<file path="src/verilog/fpd_defines.vh">
// Constants for the fan PWM duty block: register map, fields, reset values.
// Assumes inclusion by bare name from the design files.
`ifndef FPD_DEFINES_VH
`define FPD_DEFINES_VH

// =====================================================================
// Register map (byte addresses; printed offset 0x05 is an index)
// =====================================================================
`define FPD_IDX_DUTY 8'h05
`define FPD_ADDR_DUTY 8'h14
`define FPD_ADDR_CTRL 8'h20
`define FPD_ADDR_STAT 8'h24
`define FPD_ADDR_AUTO 8'h28

// =====================================================================
// Fields and reset values
// =====================================================================
`define FPD_CODE_HI 7
`define FPD_CODE_LO 4
`define FPD_DUTY_RST 8'hFF
`define FPD_CTRL_RST 8'h00
`define FPD_AUTO_RST 4'h0
`define FPD_CTRL_AUTO 0

// =====================================================================
// Timing
// =====================================================================
`define FPD_PERIOD_STEPS 7'h64
`define FPD_RESP_OKAY 2'h0
`define FPD_RESP_SLVERR 2'h2

`endif

</file>
<file path="src/verilog/fpd_pwm_core.v">
// PWM core: percent duty in, PWM out, period of 100 prescaled steps.
// Assumes a single clock and synchronous active-low reset.
`timescale 1ns/10ps
`include "fpd_defines.vh"
module fpd_pwm_core #(
   parameter PRESCALE = 16
) (
   input wire aclk,
   input wire aresetn,
   input wire [6:0] duty_pct,
   output reg pwm_q,
   output reg period_start_q
);
   reg [15:0] pre_q;
   reg [6:0] step_q;
   reg [6:0] duty_q;
   wire pre_end;

   assign pre_end = (pre_q == PRESCALE[15:0] - 16'h0001);

   always @(posedge aclk) begin
      if (!aresetn) begin
         pre_q <= 16'h0000;
         step_q <= 7'h00;
         duty_q <= 7'h64;
         pwm_q <= 1'b0;
         period_start_q <= 1'b0;
      end else begin
         pre_q <= pre_end ? 16'h0000 : pre_q + 16'h0001;
         period_start_q <= 1'b0;
         if (pre_end) begin
            if (step_q == `FPD_PERIOD_STEPS - 7'h01) begin
               step_q <= 7'h00;
               duty_q <= duty_pct;
               period_start_q <= 1'b1;
            end else begin
               step_q <= step_q + 7'h01;
            end
         end
         // Duty latched per period so updates never glitch mid-period
         pwm_q <= (step_q < duty_q);
      end
   end
endmodule

</file>
<file path="src/verilog/fpd_top.v">
// Fan PWM duty control: AXI4-Lite register slave and duty code to PWM.
// Assumes an AXI4-Lite master on aclk and one external fan drive input.
// Functional notes
// (RULE1) After reset the duty register holds 0xFF, giving full duty.
// (RULE2) In manual mode bits 7-4 of the duty register select the duty.
// (RULE3) In auto mode bits 7-4 set the floor under the automatic request.
// (RULE4) Code 0,1,5,6,7,14,15 give 0,7,33,40,47,93,100 percent duty.
// (RULE5) Bits 3-0 of the duty register never affect the output.
// (RULE6) Other codes give code times 100 over 15, rounded to nearest.
//
// The AXI4-Lite register port was decided locally.
`timescale 1ns/10ps
`include "fpd_defines.vh"
module fpd_top #(
   parameter PRESCALE = 16
) (
   input wire aclk,
   input wire aresetn,
   input wire [7:0] s_axi_awaddr,
   input wire s_axi_awvalid,
   output reg s_axi_awready,
   input wire [31:0] s_axi_wdata,
   input wire [3:0] s_axi_wstrb,
   input wire s_axi_wvalid,
   output reg s_axi_wready,
   output reg [1:0] s_axi_bresp,
   output reg s_axi_bvalid,
   input wire s_axi_bready,
   input wire [7:0] s_axi_araddr,
   input wire s_axi_arvalid,
   output reg s_axi_arready,
   output reg [31:0] s_axi_rdata,
   output reg [1:0] s_axi_rresp,
   output reg s_axi_rvalid,
   input wire s_axi_rready,
   input wire [3:0] auto_code,
   output reg fan_pwm_q
);
   // ==================================================================
   // Registers
   // ==================================================================
   reg [7:0] duty_reg_q;
   reg [7:0] ctrl_q;
   reg [7:0] aw_q;
   reg aw_have_q;
   reg [31:0] w_q;
   reg [3:0] ws_q;
   reg w_have_q;
   reg [3:0] auto_code_q;
   reg [6:0] applied_pct_q;
   wire pwm_raw;
   wire period_start;
   wire auto_mode;
   wire [3:0] manual_code;
   reg [3:0] eff_code;
   wire [7:0] waddr;
   wire [31:0] wdata;
   wire [3:0] wstrb;
   wire do_write;
   reg [6:0] pct_d;
   wire aw_take;
   wire w_take;
   wire ar_take;
   wire b_done;
   wire r_done;
   wire wr_duty;
   wire wr_ctrl;
   wire wr_stat;
   wire rd_duty;
   wire rd_ctrl;
   wire rd_stat;
   wire rd_auto;
   wire [31:0] stat_word;
   reg [31:0] rdata_d;
   reg [1:0] rresp_d;
   reg [1:0] bresp_d;
   reg [7:0] duty_reg_d;
   reg [7:0] ctrl_d;

   assign auto_mode = ctrl_q[`FPD_CTRL_AUTO];
   // Low nibble is never looked at
   assign manual_code = duty_reg_q[`FPD_CODE_HI:`FPD_CODE_LO]; // [RULE5]

   // ==================================================================
   // Effective duty code
   // ==================================================================
   always @* begin
      eff_code = manual_code; // [RULE2]
      if (auto_mode) begin
         // Auto request is held at or above the programmed floor
         if (auto_code_q < manual_code) begin
            eff_code = manual_code; // [RULE3]
         end else begin
            eff_code = auto_code_q; // [RULE3]
         end
      end
   end

   // ==================================================================
   // Code to percent table
   // ==================================================================
   always @* begin
      case (eff_code)
         4'h0: pct_d = 7'h00;  // [RULE4]
         4'h1: pct_d = 7'h07;  // [RULE4]
         4'h2: pct_d = 7'h0D;  // [RULE6]
         4'h3: pct_d = 7'h14;  // [RULE6]
         4'h4: pct_d = 7'h1B;  // [RULE6]
         4'h5: pct_d = 7'h21;  // [RULE4]
         4'h6: pct_d = 7'h28;  // [RULE4]
         4'h7: pct_d = 7'h2F;  // [RULE4]
         4'h8: pct_d = 7'h35;  // [RULE6]
         4'h9: pct_d = 7'h3C;  // [RULE6]
         4'hA: pct_d = 7'h43;  // [RULE6]
         4'hB: pct_d = 7'h49;  // [RULE6]
         4'hC: pct_d = 7'h50;  // [RULE6]
         4'hD: pct_d = 7'h57;  // [RULE6]
         4'hE: pct_d = 7'h5D;  // [RULE4]
         default: pct_d = 7'h64; // [RULE4]
      endcase
   end

   // ==================================================================
   // Output stage
   // ==================================================================
   always @(posedge aclk) begin
      if (!aresetn) begin
         auto_code_q <= 4'h0;
      end else begin
         auto_code_q <= auto_code;
      end
   end

   // New percent is picked up by the core at its next period start
   always @(posedge aclk) begin
      if (!aresetn) begin
         applied_pct_q <= 7'h64;
         fan_pwm_q <= 1'b0;
      end else begin
         applied_pct_q <= pct_d;
         fan_pwm_q <= pwm_raw;
      end
   end

   fpd_pwm_core #(
      .PRESCALE(PRESCALE)
   ) u_core (
      .aclk(aclk),
      .aresetn(aresetn),
      .duty_pct(applied_pct_q),
      .pwm_q(pwm_raw),
      .period_start_q(period_start)
   );

   // ==================================================================
   // AXI4-Lite write side
   // ==================================================================
   assign aw_take = s_axi_awready && s_axi_awvalid;
   assign w_take = s_axi_wready && s_axi_wvalid;
   assign ar_take = s_axi_arready && s_axi_arvalid;
   assign b_done = s_axi_bvalid && s_axi_bready;
   assign r_done = s_axi_rvalid && s_axi_rready;
   // A half taken earlier stands in for the one not on the bus now
   assign waddr = aw_take ? s_axi_awaddr : aw_q;
   assign wdata = w_take ? s_axi_wdata : w_q;
   assign wstrb = w_take ? s_axi_wstrb : ws_q;
   assign do_write = !s_axi_bvalid && (aw_have_q || aw_take) &&
      (w_have_q || w_take);

   // ==================================================================
   // Address decode (word aligned, low two bits ignored)
   // ==================================================================
   assign wr_duty = ({waddr[7:2], 2'h0} == `FPD_ADDR_DUTY);
   assign wr_ctrl = ({waddr[7:2], 2'h0} == `FPD_ADDR_CTRL);
   assign wr_stat = ({waddr[7:2], 2'h0} == `FPD_ADDR_STAT);
   assign rd_duty = ({s_axi_araddr[7:2], 2'h0} == `FPD_ADDR_DUTY);
   assign rd_ctrl = ({s_axi_araddr[7:2], 2'h0} == `FPD_ADDR_CTRL);
   assign rd_stat = ({s_axi_araddr[7:2], 2'h0} == `FPD_ADDR_STAT);
   assign rd_auto = ({s_axi_araddr[7:2], 2'h0} == `FPD_ADDR_AUTO);

   // ==================================================================
   // Write next values: only byte lane 0 carries register bits
   // ==================================================================
   always @* begin
      duty_reg_d = duty_reg_q;
      ctrl_d = ctrl_q;
      bresp_d = `FPD_RESP_OKAY;
      if (wr_duty) begin
         if (wstrb[0]) begin
            duty_reg_d = wdata[7:0];
         end
      end else if (wr_ctrl) begin
         if (wstrb[0]) begin
            ctrl_d = {7'h00, wdata[0]};
         end
      end else if (!wr_stat) begin
         // Unmapped words and the auto word answer with an error; status word writes answer OKAY
         bresp_d = `FPD_RESP_SLVERR;
      end
   end

   // Address and data halves are held until both are in
   always @(posedge aclk) begin
      if (!aresetn) begin
         aw_q <= 8'h00;
         aw_have_q <= 1'b0;
         w_q <= 32'h00000000;
         ws_q <= 4'h0;
         w_have_q <= 1'b0;
      end else if (do_write) begin
         aw_have_q <= 1'b0;
         w_have_q <= 1'b0;
      end else begin
         if (aw_take) begin
            aw_q <= s_axi_awaddr;
            aw_have_q <= 1'b1;
         end
         if (w_take) begin
            w_q <= s_axi_wdata;
            ws_q <= s_axi_wstrb;
            w_have_q <= 1'b1;
         end
      end
   end

   // Readies pulse one cycle at a time, low while a response waits
   always @(posedge aclk) begin
      if (!aresetn) begin
         s_axi_awready <= 1'b0;
         s_axi_wready <= 1'b0;
      end else if (do_write) begin
         s_axi_awready <= 1'b0;
         s_axi_wready <= 1'b0;
      end else begin
         s_axi_awready <= !aw_have_q && !s_axi_awready && !s_axi_bvalid;
         s_axi_wready <= !w_have_q && !s_axi_wready && !s_axi_bvalid;
      end
   end

   // Response stands until the master takes it
   always @(posedge aclk) begin
      if (!aresetn) begin
         s_axi_bvalid <= 1'b0;
         s_axi_bresp <= `FPD_RESP_OKAY;
      end else if (do_write) begin
         s_axi_bvalid <= 1'b1;
         s_axi_bresp <= bresp_d;
      end else if (b_done) begin
         s_axi_bvalid <= 1'b0;
      end
   end

   // Register file
   always @(posedge aclk) begin
      if (!aresetn) begin
         duty_reg_q <= `FPD_DUTY_RST; // [RULE1]
         ctrl_q <= `FPD_CTRL_RST;
      end else if (do_write) begin
         duty_reg_q <= duty_reg_d;
         ctrl_q <= ctrl_d;
      end
   end

   // ==================================================================
   // AXI4-Lite read side
   // ==================================================================
   // Status word: period start, output level, code, applied percent
   assign stat_word = {18'h00000, period_start, fan_pwm_q, eff_code,
      1'b0, applied_pct_q};

   // Unmapped words read as zero with an error
   always @* begin
      rdata_d = 32'h00000000;
      rresp_d = `FPD_RESP_OKAY;
      if (rd_duty) begin
         rdata_d = {24'h000000, duty_reg_q};
      end else if (rd_ctrl) begin
         rdata_d = {24'h000000, ctrl_q};
      end else if (rd_stat) begin
         rdata_d = stat_word;
      end else if (rd_auto) begin
         rdata_d = {28'h0000000, auto_code_q};
      end else begin
         rresp_d = `FPD_RESP_SLVERR;
      end
   end

   // Read ready pulses while idle; one read answered at a time
   always @(posedge aclk) begin
      if (!aresetn) begin
         s_axi_arready <= 1'b0;
      end else if (ar_take) begin
         s_axi_arready <= 1'b0;
      end else begin
         s_axi_arready <= !s_axi_arready && !s_axi_rvalid;
      end
   end

   always @(posedge aclk) begin
      if (!aresetn) begin
         s_axi_rvalid <= 1'b0;
         s_axi_rdata <= 32'h00000000;
         s_axi_rresp <= `FPD_RESP_OKAY;
      end else if (ar_take) begin
         s_axi_rvalid <= 1'b1;
         s_axi_rresp <= rresp_d;
         s_axi_rdata <= rdata_d;
      end else if (r_done) begin
         s_axi_rvalid <= 1'b0;
      end
   end
endmodule

</file>
<file path="config.mk">
export PLATFORM = sky130hd
export DESIGN_NAME = fpd_top
export DESIGN_NICKNAME = d
export VERILOG_FILES = /design/src/verilog/fpd_pwm_core.v /design/src/verilog/fpd_top.v
export VERILOG_INCLUDE_DIRS = /design/src /design/src/verilog
export SDC_FILE = /design/constraint.sdc
export NUM_CORES = 1
export LEC_CHECK = 0
export BUFFER_PORTS_ARGS = -buffer_cell sky130_fd_sc_hd__buf_2
export CORE_MARGIN = 2
export CORE_UTILIZATION = 50
export DETAILED_ROUTE_END_ITERATION = 12
export PLACE_DENSITY_LB_ADDON = 0.1
export SETUP_SLACK_MARGIN = 0.05
export SYNTH_ARGS = -nofsm -noshare
export SYNTH_HDL_FRONTEND = slang
export SYNTH_HIERARCHICAL = 1
export SYNTH_SLANG_ARGS = --single-unit
</file>
<file path="constraint.sdc">
create_clock -name aclk -period 4.5 [get_ports aclk]
set_input_delay 0.225 -clock aclk [delete_from_list [all_inputs] [get_ports aclk]]
set_output_delay 0.225 -clock aclk [all_outputs]
set_load 0.01 [all_outputs]
</file>
==> results.py <==
metrics = {
    "status": {
        "status": "complete, no violations",
    },
    "synthesis": {
        "async_flop_share_pct": 0,
        "synth_area_sq_um": 4370,
        "avgSynthCellArea_sq_um": 8.96,
        "ys_types": 66,
        "yosysSeqAreaShare_pct": 41.7,
        "synth_edf_count": 0,
        "syn_inst": 488,
        "synth.top_cell.area_share_pct": 41.7,
        "synth.area.top_cells": "dfxtp_1, ha_1, nor2_1",
        "ys_ff_latch": 91,
        "yosys.area.top_type": "dfxtp_1",
        "yosysWarnings": 6,
        "synth_top_flop_cell": "dfxtp_1",
    },
    "clocking": {
        "clock_latency_ns": 0.35,
        "clkTransAtPathRegs_ns": 0.08,
        "cts_hold_buf": 0,
        "cts_tree": "yes",
        "cts_resized": 0,
        "ctsLongestPathBuffers": 2,
        "htreeDepth": 3,
        "cts_setup_buffers": 0,
        "cts-root-buf": "clkbuf_8",
        "clkSinkCount": 91,
        "cts_inserted_buffers": 9,
    },
    "hold_path": {
        "holdPathEnd": "auto_code_q[1]$_SDFF_PN0_",
        "holdCritPathClass": "in2reg",
        "min_path_cells": 2,
        "hold_start": "auto_code[1]",
    },
    "routing": {
        "viasPerCell": 5.39,
        "drc": 0,
        "post_drt_wl_per_cell_um": 14.3,
        "drtAntennaViolNets": 0,
        "vias": 3490,
        "drtPass1Iterations": 4,
        "wl_um": 9280,
        "drtIter0Drc": 196,
    },
    "worst_setup_path": {
        "timing.rr.end": "applied_pct_q[0]$_SDFF_PN0_",
        "reg2reg_from": "duty_reg_q[7]$_SDFFE_PN1P_",
        "reg2regPathDepth": 9,
        "regToRegSetupSlack_ns": 1.15,
        "setup.worst_path.class": "reg2reg",
        "crit_chain": "inv_1, ha_1, or4b_4, a21bo_2, mux2i_1, inv_1, ha_1, or4_1, a31oi_1",
        "slowest_delay_ns": 0.56,
        "crit_fanout": 7,
        "critPathArrivalTime_ns": 3.63,
        "crit_start": "duty_reg_q[7]$_SDFFE_PN1P_",
        "critPathLaunchType": "flip-flop",
        "cp.required_ns": 4.78,
        "endpoint_kind": "flip-flop",
        "slowest_stage": "or4b_4",
    },
    "timing": {
        "hold_viol": 0,
        "whs_ns": 0.0827,
        "timing.fmax_mhz": 298,
        "fin_crit_ns": 3.35,
        "slew_violations": 0,
        "fin_skew_ns": 0.0102,
        "period_share_pct": 74.5,
        "setup_viol": 0,
        "tightest_slew_ns": 1.06,
        "tns_ns": 0,
        "slew_headroom_pct": 28.8,
        "rsz0062_at_grt": "no",
    },
    "grt": {
        "grt_pass1_vias": 3201,
        "grt_pass1_wl_um": 15600,
        "gr-usage-all-layers_pct": 20.2,
        "antenna_found_initial": 0,
        "gr-total-overflow": 0,
        "grt_max_degree": 29,
    },
    "power_and_ir_drop": {
        "power_density_nw_per_um2": 309,
        "power_leakage_uw": 0.00219,
        "finalPower_uw": 1490,
        "ir_worst_vdd_v": 0.000250,
    },
    "floorplan": {
        "start_util_pct": 50.9,
        "die_x_um": 97.5,
        "core-area_sq_um": 8590,
        "dieArea_sq_um": 9510,
        "fp.dieH_um": 97.5,
        "row_count": 34,
        "io_pins": 105,
    },
    "placed_design": {
        "hpwl_um": 6880,
        "io_buffers": 53,
        "place_congestion": 0.816,
    },
    "layout": {
        "fin_nets": 617,
        "area_delta_synth_final_pct": 9.93,
        "final_cell_mix": "dfxtp_1, nor2_1, buf_2, nand2_1, a21oi_1",
        "diodes": 0,
        "fin_util_pct": 55.9,
        "final_common_cell": "dfxtp_1",
        "layout-drive-gt1-share_pct": 16.9,
    },
    "flow_run": {
        "drv_cap": 0,
    },
}
[layout make-up]
type / instances / area [sq um]
clock buffers: 12 / 145
clock inverters: 4 / 33.8
multi-input cells: 359 / 2320
repair buffers: 55 / 280
well taps: 108 / 135
fillers: 805 / 3790
flip-flops and latches: 91 / 1820
inverters: 18 / 72.6
[worst max-delay path by stage]
stage | to | slack, ns | depth (start not counted)
floorplan | applied_pct_q[0]$_SDFF_PN0_ | 1.48 | 10
global placement | applied_pct_q[0]$_SDFF_PN0_ | 1.25 | 9
detailed placement | applied_pct_q[0]$_SDFF_PN0_ | 1.18 | 9
CTS | applied_pct_q[0]$_SDFF_PN0_ | 1.16 | 9
global route | applied_pct_q[0]$_SDFF_PN0_ | 0.99 | 9
finish | applied_pct_q[0]$_SDFF_PN0_ | 1.15 | 9
[layer usage]
layer | global-route usage, % | wire length, um | vias up
met5 | 0 | 0 | -
met4 | 7.69 | 171 | 0
met3 | 3.88 | 386 | 11
met2 | 32.6 | 4350 | 99
met1 | 26.8 | 4370 | 1612
li1 | - | - | 1768
[cells by family (layout without fill, tap and decap cells)]
family	after synthesis	in the layout	synth area share [%]
multiplexers	22	22	5.09
buffers and inverters	57	89	6.95
XOR/XNOR	17	17	3.40
AND/OR/NAND/NOR	195	195	23.4
other	1	20	0.0858
flip-flops	91	91	41.7
AO/OA/AOI/OAI	85	85	13.7
adder cells (fa/ha/maj)	20	20	5.72
[stage by stage]
step / cell area (sq um) / worst slack (ns) / instances
3_3_place_gp: 4630 / 1.25 / 631
3_5_place_dp: 4630 / 1.18 / 631
5_1_grt: 4810 / 0.987 / 647
6_report: 4810 / 1.15 / 647
2_1_floorplan: 4440 / 1.48 / 507
4_1_cts: 4810 / 1.16 / 647
[cell usage after synthesis, types with 5 or more instances]
master,n
nor2_1,66
and2_1,10
buf_4,20
nand2_1,35
xnor2_1,6
o21ai_0,10
inv_1,17
or3_1,5
dfxtp_1,91
o311ai_0,7
xor2_1,11
a21oi_1,29
ha_1,20
mux2i_1,20
nor3_1,12
and3_1,7
a221oi_1,7
nand3_1,19
clkbuf_1,15
[where the power goes]
group	switching, uW	total [uW]	internal [uW]
Combinational	79.4	132	53.0
Sequential	21.1	849	828
Clock	283	504	221
Total	384	1490	1100
[critical path, delay by kind of cell, from the launching register on]
kind / cells / cell delay, ns
buf+inv: 2 / 0.30
simple gates: 2 / 1.09
mux: 1 / 0.49
compound gates: 2 / 0.41
flops: 1 / 0.43
fa+ha+maj: 2 / 0.57
[flip-flops by register name (all words and copies together), names as in the netlist, 4 cells and up]
| name | cells |
|---|---|
| u_core/step_q | 7 |
| duty_reg_q | 8 |
| u_core/duty_q | 7 |
| aw_q | 6 |
| applied_pct_q | 7 |
| u_core/pre_q | 16 |
| w_q | 8 |
| auto_code_q | 4 |
| s_axi_rdata | 14 |
No activity file was read; power rests on OpenSTA's default activity.
